### src/lcs_pkg.sv
// Shared constants and types for the panel column sampling controller
package lcs_pkg;

  // ==========================================================
  // Geometry
  localparam int COLS = 120;

  // ==========================================================
  // Register map, byte addresses
  localparam logic [3:0] REG_CTRL  = 4'h0;
  localparam logic [3:0] REG_STAT  = 4'h4;
  localparam logic [3:0] REG_LINES = 4'h8;

  // Control fields and reset value
  localparam int          CTRL_EN_BIT = 0;
  localparam logic [31:0] CTRL_RESET  = 32'h0000_0001;

  // Status field positions
  localparam int STAT_MUXON_BIT = 0;
  localparam int STAT_BANK_BIT  = 1;
  localparam int STAT_PHASE_LSB = 2;
  localparam int STAT_ARR_LSB   = 4;
  localparam int STAT_STATE_LSB = 8;

  // Colour route code when no input is routed
  localparam logic [1:0] COLOUR_NONE = 2'h3;

  // ==========================================================
  // Arrangement, coded as {first selector, second selector}
  typedef enum logic [1:0] {
    ARR_STRIPE = 2'h0,
    ARR_BAD    = 2'h1,
    ARR_MOSAIC = 2'h2,
    ARR_DELTA  = 2'h3
  } lcs_arr_t;

  // Shift register sequencer
  typedef enum logic [4:0] {
    ST_IDLE  = 5'h01,
    ST_ARMED = 5'h02,
    ST_TRIG  = 5'h04,
    ST_RUN   = 5'h08,
    ST_DONE  = 5'h10
  } lcs_state_t;

  // Pin inputs that cross into the clk domain
  typedef struct packed {
    logic sclk;
    logic blank;
    logic sel_rst;
    logic psave;
    logic sel1;
    logic sel2;
    logic dir;
    logic casc_r;
    logic casc_l;
  } lcs_pins_t;

endpackage

### src/lcs_sync3.sv
// Three-stage pin synchroniser with agreement filter
`timescale 1ns/1ns
module lcs_sync3 #(
  parameter int W = 1
) (
  input  wire logic         clk,
  input  wire logic         rst,
  input  wire logic [W-1:0] d,
  output logic      [W-1:0] q
);

  logic [W-1:0] s1;
  logic [W-1:0] s2;
  logic [W-1:0] s3;

  // ==========================================================
  // Stage chain; s1 feeds only s2
  always_ff @(posedge clk or posedge rst) begin
    if (rst) begin
      s1 <= '0;
      s2 <= '0;
      s3 <= '0;
    end else begin
      s1 <= d;
      s2 <= s1;
      s3 <= s2;
    end
  end

  // Accept a bit only once stages two and three agree
  always_ff @(posedge clk or posedge rst) begin
    if (rst) begin
      q <= '0;
    end else begin
      for (int i = 0; i < W; i++) begin
        if (s2[i] == s3[i]) begin
          q[i] <= s3[i];
        end
      end
    end
  end

endmodule

### src/lcs_pulse_shift.sv
// Bidirectional one-hot sampling pulse shift register
`timescale 1ns/1ns
module lcs_pulse_shift import lcs_pkg::*; (
  input  wire logic            clk,
  input  wire logic            rst,
  input  wire logic            clear,
  input  wire logic            seed,
  input  wire logic            adv,
  input  wire logic            right,
  output logic      [COLS-1:0] vec,
  output logic                 last
);

  // ==========================================================
  // Clear wins, then seed, then advance
  always_ff @(posedge clk or posedge rst) begin
    if (rst) begin
      vec <= '0;
    end else if (clear) begin
      vec <= '0;
    end else if (seed) begin
      vec <= right ? COLS'(1) : {1'b1, {(COLS-1){1'b0}}};
    end else if (adv) begin
      vec <= right ? {vec[COLS-2:0], 1'b0} : {1'b0, vec[COLS-1:1]};
    end
  end

  // Pulse sits on the final column of this direction
  assign last = right ? vec[COLS-1] : vec[0];

endmodule

### src/lcs_column_ctrl.sv
// Column sampling control of a 120-column panel source driver
//
// Behaviour
// - Right shift: start in on right cascade pin, out on left; left shift swaps.
// - Direction high samples column 1 upward; low samples column 120 downward.
// - Incoming cascade start pulse is captured on a shift clock rising edge.
// - Sequential sampling advances on both shift clock edges.
// - Simultaneous sampling advances on the rising shift clock edge only.
// - Blanking strobe high forces every column output high for precharge.
// - Blanking strobe fall steps colour mux and swaps the two hold banks.
// - Selector reset high returns mux and bank selectors to initial state.
// - Power save high forces outputs high and reduces amplifier bias.
// - Both selectors low select stripe mode, mux passing colours straight through.
// - Stripe and mosaic sample simultaneously; delta samples sequentially.
// - Stripe maps colours 1,2,3 for right shift and 3,2,1 for left.
// - A start pulse stretched half a clock or more still starts normally.
// - Both selectors high select delta mode, sequential with per-line rotation.
// - First high, second low selects mosaic, rotating colours each line.
// - Trigger is clock low with cascade in high; stop once cascade out emitted.
`timescale 1ns/1ns
module lcs_column_ctrl import lcs_pkg::*; (
  input  wire logic            clk,
  input  wire logic            rst,
  input  wire logic [3:0]      avs_address,
  input  wire logic            avs_read,
  input  wire logic            avs_write,
  input  wire logic [31:0]     avs_writedata,
  output logic      [31:0]     avs_readdata,
  output logic                 avs_waitrequest,
  input  wire logic            shift_clock_in,
  input  wire logic            blank_precharge_strobe,
  input  wire logic            selector_reset_in,
  input  wire logic            power_save_in,
  input  wire logic            arrangement_sel_first,
  input  wire logic            arrangement_sel_second,
  input  wire logic            shift_dir_right,
  input  wire logic            cascade_pin_right_in,
  output logic                 cascade_pin_right_out,
  output logic                 cascade_pin_right_oe,
  input  wire logic            cascade_pin_left_in,
  output logic                 cascade_pin_left_out,
  output logic                 cascade_pin_left_oe,
  output logic      [COLS-1:0] sampling_pulse_n,
  output logic                 column_force_high,
  output logic                 bias_reduce,
  output logic      [1:0]      colour_route,
  output logic      [1:0]      mux_phase,
  output logic                 sample_bank
);

  // ==========================================================
  // Helpers

  // Sum modulo three of two values below three
  function automatic logic [1:0] add3(input logic [1:0] a, input logic [1:0] b);
    logic [2:0] s;
    s = {1'b0, a} + {1'b0, b};
    return (s >= 3'h3) ? 2'(s - 3'h3) : s[1:0];
  endfunction

  // Colour input index for the k-th sampled column of a line
  function automatic logic [1:0] colour_of(input lcs_arr_t a, input logic right,
                                           input logic [1:0] k, input logic [1:0] ph,
                                           input logic bk);
    logic [1:0] r;
    r = 2'h0;
    unique case (a)
      ARR_MOSAIC: r = add3(k, ph);
      ARR_DELTA:  r = add3(k, {1'b0, bk});
      default:    r = k;
    endcase
    if (a == ARR_MOSAIC || a == ARR_DELTA) begin
      return (right || r == 2'h0) ? r : 2'(2'h3 - r);
    end
    return right ? r : 2'(2'h2 - r);
  endfunction

  // ==========================================================
  // Pin synchronisation and edge detection
  lcs_pins_t  raw;
  lcs_pins_t  pin;
  lcs_pins_t  prev;
  logic [$bits(lcs_pins_t)-1:0] pin_bits;

  assign raw = '{sclk: shift_clock_in, blank: blank_precharge_strobe,
                 sel_rst: selector_reset_in, psave: power_save_in,
                 sel1: arrangement_sel_first, sel2: arrangement_sel_second,
                 dir: shift_dir_right, casc_r: cascade_pin_right_in,
                 casc_l: cascade_pin_left_in};
  assign pin = lcs_pins_t'(pin_bits);

  lcs_sync3 #(
    .W ($bits(lcs_pins_t))
  ) u_sync (
    .clk (clk),
    .rst (rst),
    .d   (raw),
    .q   (pin_bits)
  );

  // Previous filtered levels for edge detection
  always_ff @(posedge clk or posedge rst) begin
    if (rst) begin
      prev <= '0;
    end else begin
      prev <= pin;
    end
  end

  logic     sclk_rise;
  logic     sclk_fall;
  logic     blank_fall;
  logic     casc_in;
  lcs_arr_t arr;
  logic     sequential;

  assign sclk_rise  = pin.sclk & ~prev.sclk;
  assign sclk_fall  = ~pin.sclk & prev.sclk;
  assign blank_fall = ~pin.blank & prev.blank;
  assign casc_in    = pin.dir ? pin.casc_r : pin.casc_l;
  assign arr        = lcs_arr_t'({pin.sel1, pin.sel2});
  assign sequential = (arr == ARR_DELTA);

  // ==========================================================
  // Register file
  logic [31:0] ctrl;
  logic [15:0] lines;
  lcs_state_t  state;
  logic        mux_on;
  logic        acc;
  logic        acc_ok;

  assign acc    = avs_read | avs_write;
  assign acc_ok = acc & ~avs_waitrequest;

  // One wait cycle per access, then release for one cycle
  always_ff @(posedge clk or posedge rst) begin
    if (rst) begin
      avs_waitrequest <= 1'b1;
    end else begin
      avs_waitrequest <= ~(acc & avs_waitrequest);
    end
  end

  // Read data settle during the wait cycle; unmapped reads give zero
  always_ff @(posedge clk or posedge rst) begin
    if (rst) begin
      avs_readdata <= '0;
    end else if (avs_read && avs_waitrequest) begin
      unique case (avs_address)
        REG_CTRL:  avs_readdata <= ctrl;
        REG_STAT:  avs_readdata <= {19'h0, state, 2'h0, arr, mux_phase,
                                    sample_bank, mux_on};
        REG_LINES: avs_readdata <= {16'h0, lines};
        default:   avs_readdata <= '0;
      endcase
    end
  end

  // Control write at the released edge; other offsets ignore writes
  always_ff @(posedge clk or posedge rst) begin
    if (rst) begin
      ctrl <= CTRL_RESET;
    end else if (acc_ok && avs_write && avs_address == REG_CTRL) begin
      ctrl <= {31'h0, avs_writedata[CTRL_EN_BIT]};
    end
  end

  // ==========================================================
  // Mux and hold bank selectors
  always_ff @(posedge clk or posedge rst) begin
    if (rst) begin
      mux_phase   <= 2'h0;
      sample_bank <= 1'b0;
      mux_on      <= 1'b0;
    end else if (pin.sel_rst) begin
      mux_phase   <= 2'h0;
      sample_bank <= 1'b0;
      mux_on      <= 1'b0;
    end else if (blank_fall) begin
      mux_phase   <= add3(mux_phase, 2'h1);
      sample_bank <= ~sample_bank;
      mux_on      <= 1'b1;
    end
  end

  // Line count for software, wraps
  always_ff @(posedge clk or posedge rst) begin
    if (rst) begin
      lines <= 16'h0;
    end else if (pin.sel_rst) begin
      lines <= 16'h0;
    end else if (blank_fall) begin
      lines <= lines + 16'h1;
    end
  end

  // ==========================================================
  // Sampling sequencer
  logic [COLS-1:0] vec;
  logic            last;
  logic            adv;
  logic            seed;
  logic            clear;
  logic            casc_out;
  logic [1:0]      kcol;

  // Sequential steps on both clock edges, simultaneous on rising only
  assign adv   = (state == ST_RUN) && (sclk_rise || (sequential && sclk_fall));
  assign seed  = (state == ST_TRIG) && sclk_rise && !pin.sel_rst && !blank_fall;
  assign clear = pin.sel_rst || blank_fall || (adv && last);

  lcs_pulse_shift u_shift (
    .clk   (clk),
    .rst   (rst),
    .clear (clear),
    .seed  (seed),
    .adv   (adv),
    .right (pin.dir),
    .vec   (vec),
    .last  (last)
  );

  // Stretched start pulses are ignored once running; rearm needs a blank fall
  always_ff @(posedge clk or posedge rst) begin
    if (rst) begin
      state <= ST_IDLE;
    end else if (pin.sel_rst) begin
      state <= ST_IDLE;
    end else if (blank_fall) begin
      state <= ST_ARMED;
    end else begin
      unique case (state)
        ST_IDLE:  state <= ST_IDLE;
        ST_ARMED: if (!pin.sclk && casc_in) begin
          state <= ST_TRIG;
        end
        ST_TRIG:  if (sclk_rise) begin
          state <= ST_RUN;
        end
        ST_RUN:   if (adv && last) begin
          state <= ST_DONE;
        end
        ST_DONE:  state <= ST_DONE;
        default:  state <= ST_IDLE;
      endcase
    end
  end

  // Column position modulo three for colour routing
  always_ff @(posedge clk or posedge rst) begin
    if (rst) begin
      kcol <= 2'h0;
    end else if (seed) begin
      kcol <= 2'h0;
    end else if (adv) begin
      kcol <= add3(kcol, 2'h1);
    end
  end

  // Cascade out rises after the last column and holds until the next rising edge
  always_ff @(posedge clk or posedge rst) begin
    if (rst) begin
      casc_out <= 1'b0;
    end else if (pin.sel_rst || blank_fall) begin
      casc_out <= 1'b0;
    end else if (adv && last) begin
      casc_out <= 1'b1;
    end else if (sclk_rise) begin
      casc_out <= 1'b0;
    end
  end

  // ==========================================================
  // Output registers
  // Pin direction follows the shift direction; only the far pin drives
  always_ff @(posedge clk or posedge rst) begin
    if (rst) begin
      cascade_pin_right_out <= 1'b0;
      cascade_pin_right_oe  <= 1'b0;
      cascade_pin_left_out  <= 1'b0;
      cascade_pin_left_oe   <= 1'b0;
    end else begin
      cascade_pin_left_oe   <= pin.dir;
      cascade_pin_right_oe  <= ~pin.dir;
      cascade_pin_left_out  <= pin.dir & casc_out;
      cascade_pin_right_out <= ~pin.dir & casc_out;
    end
  end

  // Pulses are withheld until the mux has seen its first blank pulse
  always_ff @(posedge clk or posedge rst) begin
    if (rst) begin
      sampling_pulse_n <= '0;
      colour_route     <= COLOUR_NONE;
    end else if (mux_on && ctrl[CTRL_EN_BIT] && state == ST_RUN) begin
      sampling_pulse_n <= vec;
      colour_route     <= colour_of(arr, pin.dir, kcol, mux_phase, sample_bank);
    end else begin
      sampling_pulse_n <= '0;
      colour_route     <= COLOUR_NONE;
    end
  end

  // Precharge and power save both pull every column high
  always_ff @(posedge clk or posedge rst) begin
    if (rst) begin
      column_force_high <= 1'b0;
      bias_reduce       <= 1'b0;
    end else begin
      column_force_high <= pin.blank | pin.psave;
      bias_reduce       <= pin.psave;
    end
  end

  // ==========================================================
  // Checks
  blank_force_a: assert property (
    @(posedge clk) disable iff (rst) pin.blank |=> column_force_high)
    else $error("precharge not forced");

  psave_force_a: assert property (
    @(posedge clk) disable iff (rst) pin.psave |=> column_force_high && bias_reduce)
    else $error("power save not applied");

  bank_swap_a: assert property (
    @(posedge clk) disable iff (rst)
    blank_fall && !pin.sel_rst |=> sample_bank != $past(sample_bank)
                                   && mux_on && state == ST_ARMED)
    else $error("bank not swapped on blank fall");

  sel_reset_a: assert property (
    @(posedge clk) disable iff (rst)
    pin.sel_rst |=> mux_phase == 2'h0 && !sample_bank && !mux_on)
    else $error("selectors not reset");

  start_capture_a: assert property (
    @(posedge clk) disable iff (rst) seed |=> state == ST_RUN && vec != '0)
    else $error("start not captured");

  dir_seed_a: assert property (
    @(posedge clk) disable iff (rst)
    seed |=> (pin.dir ? vec[0] : vec[COLS-1]))
    else $error("wrong first column");

  simul_edge_a: assert property (
    @(posedge clk) disable iff (rst)
    state == ST_RUN && !sequential && !sclk_rise && !clear |=> $stable(vec))
    else $error("simultaneous moved off rising edge");

  seq_edge_a: assert property (
    @(posedge clk) disable iff (rst)
    state == ST_RUN && sequential && sclk_fall && !clear |=> vec != $past(vec))
    else $error("sequential missed falling edge");

  casc_emit_a: assert property (
    @(posedge clk) disable iff (rst)
    adv && last && !pin.sel_rst && !blank_fall |=> casc_out && state == ST_DONE
                                                  ##1 vec == '0)
    else $error("cascade out not emitted");

  pin_dir_a: assert property (
    @(posedge clk) disable iff (rst)
    pin.dir |=> cascade_pin_left_oe && !cascade_pin_right_oe)
    else $error("cascade pin roles wrong");

  run_seen_c: cover property (@(posedge clk) disable iff (rst) seed);
  casc_seen_c: cover property (@(posedge clk) disable iff (rst) adv && last);
  delta_run_c: cover property (@(posedge clk) disable iff (rst)
    state == ST_RUN && sequential && sclk_fall);
  left_run_c: cover property (@(posedge clk) disable iff (rst) seed && !pin.dir);

endmodule

### config.mk
export PLATFORM = sky130hd
export DESIGN_NAME = lcs_column_ctrl
export DESIGN_NICKNAME = d
export VERILOG_FILES = /design/src/lcs_pkg.sv /design/src/lcs_sync3.sv /design/src/lcs_pulse_shift.sv /design/src/lcs_column_ctrl.sv
export SDC_FILE = /design/constraint.sdc
export NUM_CORES = 1
export LEC_CHECK = 0
export BUFFER_PORTS_ARGS = -buffer_cell sky130_fd_sc_hd__buf_4
export CELL_PAD_IN_SITES_DETAIL_PLACEMENT = 1
export CELL_PAD_IN_SITES_GLOBAL_PLACEMENT = 1
export CORE_MARGIN = 3
export CORE_UTILIZATION = 35
export DETAILED_ROUTE_END_ITERATION = 16
export GPL_TIMING_DRIVEN = 0
export PLACE_DENSITY_LB_ADDON = 0.1
export SYNTH_ARGS = -nofsm -noshare
export SYNTH_HDL_FRONTEND = slang
export SYNTH_HIERARCHICAL = 1
export SYNTH_SLANG_ARGS = --single-unit
### constraint.sdc
create_clock -name clk -period 5.4 [get_ports clk]
set_input_delay 1.08 -clock clk [delete_from_list [all_inputs] [get_ports clk]]
set_output_delay 1.08 -clock clk [all_outputs]
set_load 0.01 [all_outputs]
# Word-level counts from Yosys, hierarchy flattened
# Index checks and enable logic that the tools add are counted.
dict set report totals {
  memories 0
  inputBits 49
  word_cells 152
  latchBits 0
  reg_bits 348
  ramBits 0
  romBits 0
  out_inout_bits 164
}
dict set report op_classes {
  n_eq_ne 20
  addsub 11
  bitwise_logic 16
  reduce_logical 27
  muxes 41
  n_lt_le_gt_ge 4
  n_mul 0
  n_shift 0
  div_mod_pow 0
}
# op n
set ops {}
lappend ops {{2-to-1 mux 120 bit} 6}
lappend ops {{case mux 16 bit (3 select lines)} 1}
lappend ops {{2-to-1 mux 16 bit} 2}
lappend ops {{2-to-1 mux 2 bit} 14}
lappend ops {{2-to-1 mux 5 bit} 5}
lappend ops {{case mux 5 bit (4 select lines)} 1}
lappend ops {{adder 16 x 1 -> 16 bit (second input constant)} 1}
lappend ops {{>= comparator 3 x 2 -> 1 bit (second input constant)} 4}
lappend ops {{logical AND 1 bit} 12}
lappend ops {{2-to-1 mux 1 bit} 11}
lappend ops {{== test 1 bit} 9}
lappend ops {{!= test 4 x 3 -> 1 bit (second input constant)} 2}
lappend ops {{subtractor 2 bit (second input constant)} 4}
lappend ops {{bitwise AND 1 bit} 7}
lappend ops {{NOT 1 bit} 7}
lappend ops {{adder 2 x 1 -> 3 bit (second input constant)} 2}
lappend ops {{nonzero test 3 bit} 2}
lappend ops {{== test 5 x 2 -> 1 bit (second input constant)} 1}
lappend ops {{== test 5 x 3 -> 1 bit (second input constant)} 1}
lappend ops {{== test 5 x 4 -> 1 bit (second input constant)} 1}
lappend ops {{== test 5 bit (second input constant)} 1}
lappend ops {{logical OR 1 bit} 5}
lappend ops {{== test 2 bit (second input constant)} 2}
lappend ops {{== test 4 x 3 -> 1 bit (second input constant)} 1}
lappend ops {{12 further kinds} 17}

# Logic depth before layout (Yosys ltp)
dict set report depth {
  ltp_word 11
  mapped_depth 13
  ltp_nobuf 13
}

# By module
# The synthesis kept the hierarchy.
# mod seq_area_each_um2 area_each_um2 cells_each instances
set by_module_without_submodules {}
lappend by_module_without_submodules {lcs_column_ctrl 4410.5 6820.3 561 1}
lappend by_module_without_submodules {lcs_pulse_shift 3002.9 5624.1 409 1}
lappend by_module_without_submodules {lcs_sync3 900.9 1006.0 46 1}

# Least setup slack after synthesis
# OpenSTA, ideal clock, no wires.
dict set report synth_timing {
  path_type {reg2reg}
  from {register mux_phase[0]}
  to {register colour_route[0]}
  path_buffers 0
  slack_ns 2.765
  stages_incl_launch_ff 14
  arrival_ns 2.546
  required_time_ns 5.311
  setup_ns 0.089
  path_cell_list {dfrtp_1 -> ha_1 -> inv_1 -> fa_1 -> inv_1 -> ha_1 -> nor3b_1 -> o2111a_1 -> nor2_1 -> ha_1 -> o21ai_0 -> nor4_1 -> a21boi_0 -> a211oi_1}
}
dict set report synth_between {
  elab_chain_len 11
  elab_cells_between_ends 15
  classes_between {add/sub: 4; order compare: 1; mux: 8; reduce/logical: 2}
}
# element line_no
set synth_lines {}
lappend synth_lines {{start: declaration} lcs_column_ctrl.sv:47} ;# output logic [1:0] mux_phase,
lappend synth_lines {{start signal: assignment} lcs_column_ctrl.sv:181} ;# mux_phase <= add3(mux_phase, 2'h1);
lappend synth_lines {{adder 2 x 2 -> 3 bit (*)} lcs_column_ctrl.sv:57} ;# s = {1'b0, a} + {1'b0, b};
lappend synth_lines {{>= comparator 3 x 2 -> 1 bit / subtractor 2 bit (equally long branches)} lcs_column_ctrl.sv:58} ;# return (s >= 3'h3) ? 2'(s - 3'h3) : s[1:0];
lappend synth_lines {{2-to-1 mux 2 bit (*)} lcs_column_ctrl.sv:58}
lappend synth_lines {{case mux 2 bit (2 select lines) (*)} lcs_column_ctrl.sv:67} ;# unique case (a)
lappend synth_lines {{2-to-1 mux 2 bit (*)} lcs_column_ctrl.sv:296} ;# end else if (mux_on && ctrl[CTRL_EN_BIT] && state == ST_RUN) begin
lappend synth_lines {{branches (longest 4 deep; another with subtractor 2 bit)} --}
lappend synth_lines {{2-to-1 mux 2 bit (*)} lcs_column_ctrl.sv:75} ;# return right ? r : 2'(2'h2 - r);
lappend synth_lines {{2-to-1 mux 2 bit (*)} lcs_column_ctrl.sv:296}
lappend synth_lines {{end signal: assignment} lcs_column_ctrl.sv:298} ;# colour_route <= colour_of(arr, pin.dir, kcol, mux_phase, sample_bank);
lappend synth_lines {{end: declaration} lcs_column_ctrl.sv:46} ;# output logic [1:0] colour_route,
# Every way passes the cells marked *. The select of a mux whose other input is x is not followed.
# A chain may end at the register's enable or synchronous reset.

# Worst setup path after layout
dict set report layout_timing {
  from {register u_sync.q[2]}
  to {register u_shift.vec[69]}
}
dict set report layout_between {
  elab_chain_len 4
  elab_cells_between_ends 8
  classes_between {mux: 5; reduce/logical: 3}
}
# element line_no
set layout_lines {}
lappend layout_lines {{start: declaration} lcs_sync3.sv:9} ;# output logic [W-1:0] q
lappend layout_lines {{start signal: indexed assignment} lcs_sync3.sv:37} ;# q[i] <= s3[i];
lappend layout_lines {{2-to-1 mux 1 bit (*)} lcs_pulse_shift.sv:29} ;# assign last = right ? vec[COLS-1] : vec[0];
lappend layout_lines {{net last} lcs_column_ctrl.sv:201} ;# logic last;
lappend layout_lines {{logical AND 1 bit (*)} lcs_column_ctrl.sv:211} ;# assign clear = pin.sel_rst || blank_fall || (adv && last);
lappend layout_lines {{logical OR 1 bit (*)} lcs_column_ctrl.sv:211}
lappend layout_lines {{net clear} lcs_column_ctrl.sv:204} ;# logic clear;
lappend layout_lines {{nonzero test 3 bit (no source line) / 2-to-1 mux 120 bit (equally long branches)} --}
lappend layout_lines {{end signal: assignment} lcs_pulse_shift.sv:22} ;# vec <= right ? COLS'(1) : {1'b1, {(COLS-1){1'b0}}};
lappend layout_lines {{end signal: assignment} lcs_pulse_shift.sv:24} ;# vec <= right ? {vec[COLS-2:0], 1'b0} : {1'b0, vec[COLS-1:1]};
lappend layout_lines {{end: declaration} lcs_pulse_shift.sv:10} ;# output logic [COLS-1:0] vec,
# The timed path passes the listed nets; every way through them passes the cells marked *. The select of a mux whose other input is x is not followed.

==> reports/metrics.csv <==
stage;metric;value;unit
worst_setup_path;crit_buf_inv;5;
grt;antenna_found_initial;0;
place;io_buffers;165;
worst_setup_path;crit_chain;clkbuf_1, buf_2, mux2_2, nand2_1, nand2_1, nor3_1, buf_2, buf_2, buf_2, o2bb2ai_2;
clocking;cts.path.max_buffers;3;
place;placed_area;15500;sq um
grt;gr-total-overflow;0;
clocking;cts_setup_buffers;0;
clocking;cts_tree;done;
timing;period_share;0.617;
clocking;root_buffer;clkbuf_16;
synth;ys_seq_area_frac;0.618;
timing;max_freq;0.300;GHz
clocking;clkLatencyLatePin;0.53;ns
final_layout;design_area;16900;sq um
synth;avgSynthCellArea;13.2;sq um
power;p_leak;0.00800;uW
timing;hold_violations;0;
power;irDropWorstVdd;169;uV
floorplan;die-height;202;um
floorplan;dieArea;40800;sq um
drt;dr.pass1.iters;4;
worst_setup_path;critical_path_class;register to register;
floorplan;placementRows;71;
grt;track_usage;0.160;
final_layout;seqCellArea;8310;sq um
final_layout;fin_nets;1300;
drt;drtIter0Drc;276;
worst_setup_path;cpMaxStageDelayCell;dfrtp_1;
timing;finalSetupViolCount;0;
final_layout;final.fill_count;3912;
worst_setup_path;cp-startpoint;u_sync/q[2];
synth;netlist_instances;1016;
timing;rsz0062_at_grt;false;
synth;netlist_area;13500;sq um
grt;grt_first_pass_wirelength;53300;um
synth;yosysTopAreaCell;dfrtp_1;
floorplan;core;37800;sq um
timing;period_needed;3.33;ns
synth;netlist_top_cells_area;dfrtp_1 (61%), mux2i_1 (9.0%), o2bb2ai_1 (6.4%), and2_1 (5.7%), o2bb2ai_2 (2.2%);
synth;synth.top_cells.by_count;dfrtp_1 (327), and2_1 (122), mux2i_1 (121);
synth;synth_top_area_frac;0.608;
clocking;cts.sinks;332;
clocking;cts_buffers;40;
worst_setup_path;worstPathRequired;5.85;ns
worst_setup_path;r2r_slack;2.07;ns
drt;vias;8564;
worst_setup_path;cp-end-kind;register;
clocking;cts_resized;0;
worst_setup_path;cp_common_cell;buf_2;
worst_setup_path;critPathMaxFanout;10;
synth;synth_edf_count;0;
synth;ys_warn_count;6;
grt;grt_pass1_vias;9450;
place;gp_congestion;0.740;
drt;drt-wirelength-per-cell;18.0;um
final_layout;diodes;0;
worst_setup_path;cpLargestDelayFamily;buffers and inverters;
synth;async_flop_share;1.00;
timing;slew_headroom;0.202;
floorplan;die_w;202;um
worst_setup_path;rr_worst_depth;10;
synth;yosysUniqueCellTypes;57;
power;p_total;5720;uW
timing;drv_slew;0;
synth;synth_most_common_cell;dfrtp_1;
clocking;h-tree-depth;2;
timing;skew;0.0181;ns
floorplan;design.portCount;213;
grt;grt_max_degree;90;
power;cellPowerDensity;338;nW/um^2
synth;ys.flop_type;dfrtp_1;
place;hpwlAfterDp;21600;um
worst_setup_path;crit-reg2reg-launch;u_sync/q[2];
synth;synth-seq-cells;332;
worst_hold_path;hold_path.class;register to register;
clocking;hold_buffers;0;
worst_hold_path;min_to;u_sync/s2[1];
drt;drc_errors;0;
final_layout;area.growth.synth_to_final;25.7;%
timing;worst_pin_slew;1.19;ns
final_layout;drive_above_1_share;0.265;
drt;viasPerCell;4.80;
drt;wl;32100;um
worst_setup_path;cp.arrival;3.78;ns
worst_setup_path;regToRegEndpoint;u_shift/vec[69];
worst_setup_path;crit_path_max_incr_delay;0.61;ns
worst_hold_path;hold_depth;0;
job;cap_violations;0;
worst_setup_path;worstSetupStartpointType;register;
clocking;clk_pin_slew_worst_paths;0.06;ns
floorplan;start_util;0.356;
drt;antenna_left;0;
status;outcome;finished, final reports clean;
worst_hold_path;min_from;u_sync/s1[1];
final_layout;multiInputGateArea;4650;sq um
worst_setup_path;cp.depth;10;
-- sequential cells by signal, summed over array words and instances (netlist names), 2 cells and up --
signal	count
mux_phase	2
prev	2
u_shift/vec	120
u_sync/s3	9
lines	16
kcol	2
colour_route	2
u_sync/q	9
sampling_pulse_n	120
avs_readdata	16
state	5
u_sync/s2	9
u_sync/s1	9
-- stage by stage --
step	setup TNS [ns]	hold WS, ns	instances	setup slack (ns)	util
2_1_floorplan	0	0.331	1031	1.13	-
3_3_place_gp	-95.83	0.334	1707	-0.817	0.408
3_5_place_dp	0	0.336	1712	2.02	0.411
4_1_cts	0	0.352	1785	2.00	0.448
5_1_grt	0	0.355	1785	1.78	0.448
6_report	0	0.350	1785	2.07	0.448
-- cell usage in the layout, fill, tap and decap left out, types with 5 or more instances in the layout --
| master | instances |
|---|---|
| dfrtp_1 | 327 |
| buf_4 | 181 |
| and2_1 | 122 |
| mux2i_1 | 121 |
| o2bb2ai_1 | 98 |
| clkbuf_16 | 41 |
| nand2_1 | 39 |
| nor2_1 | 27 |
| clkbuf_1 | 26 |
| o21ai_0 | 23 |
| buf_2 | 21 |
| o2bb2ai_2 | 20 |
| conb_1 | 16 |
| inv_1 | 14 |
| buf_6 | 11 |
| buf_1 | 11 |
| a22oi_1 | 10 |
| xnor2_1 | 10 |
| a21oi_1 | 10 |
| nand3_1 | 9 |
| clkbuf_8 | 9 |
| maj3_2 | 9 |
| clkinv_2 | 8 |
| nor3_1 | 7 |
| nand2b_1 | 7 |
| nor2b_1 | 7 |
| ha_1 | 6 |
| dfstp_2 | 5 |
| bufinv_16 | 5 |
-- how the worst max path moves through the flow --
stage / to / slack, ns
2_1_floorplan: u_shift/vec[0] / 1.13
3_3_place_gp: u_shift/vec[93] / -0.82
3_5_place_dp: u_shift/vec[62] / 2.02
4_1_cts: u_shift/vec[62] / 2.00
5_1_grt: u_shift/vec[29] / 1.78
6_report: u_shift/vec[69] / 2.07
-- worst register-to-register path, cell delays in order, from the launching register on --
cell       delay, ns
dfrtp_1         0.61
clkbuf_1        0.34
buf_2           0.35
mux2_2          0.42
nand2_1         0.09
nand2_1         0.12
nor3_1          0.20
buf_2           0.33
buf_2           0.29
buf_2           0.35
o2bb2ai_2       0.14
-- cell type report --
cell class / instances / share of cell area
Tap cell: 511 / 0.0378
Sequential cell: 332 / 0.492
Timing Repair Buffer: 170 / 0.0796
Clock buffer: 55 / 0.0691
Multi-Input combinational cell: 601 / 0.275
Buffer: 81 / 0.0281
Inverter: 17 / 0.00429
Clock inverter: 18 / 0.0139
-- per-layer routing --
layer	vias to the layer above	track usage	wire, um
li1	4009	-	-
met2	141	0.261	15200
met5	-	0	0
met4	0	0.0416	564
met3	38	0.0329	1410
met1	4376	0.219	15000
-- logic make-up after synthesis --
logic type      after synthesis  share of synthesized area
mux                         125                     0.0934
simple gates                246                      0.105
flops                       332                      0.618
other cells                   1                   0.000279
fa+ha+maj                    17                     0.0161
compound gates              183                      0.118
buf+inv                      98                     0.0400
xor+xnor                     14                    0.00912
-- where the power goes --
part	internal, uW	switching (uW)	total (uW)	leakage (uW)
Clock	1760	1070	2840	0.000698
Sequential	2520	31.5	2550	0.00452
Combinational	114	214	328	0.00278
Total	4400	1320	5720	0.00800
(Power assumes the default switching activity.)
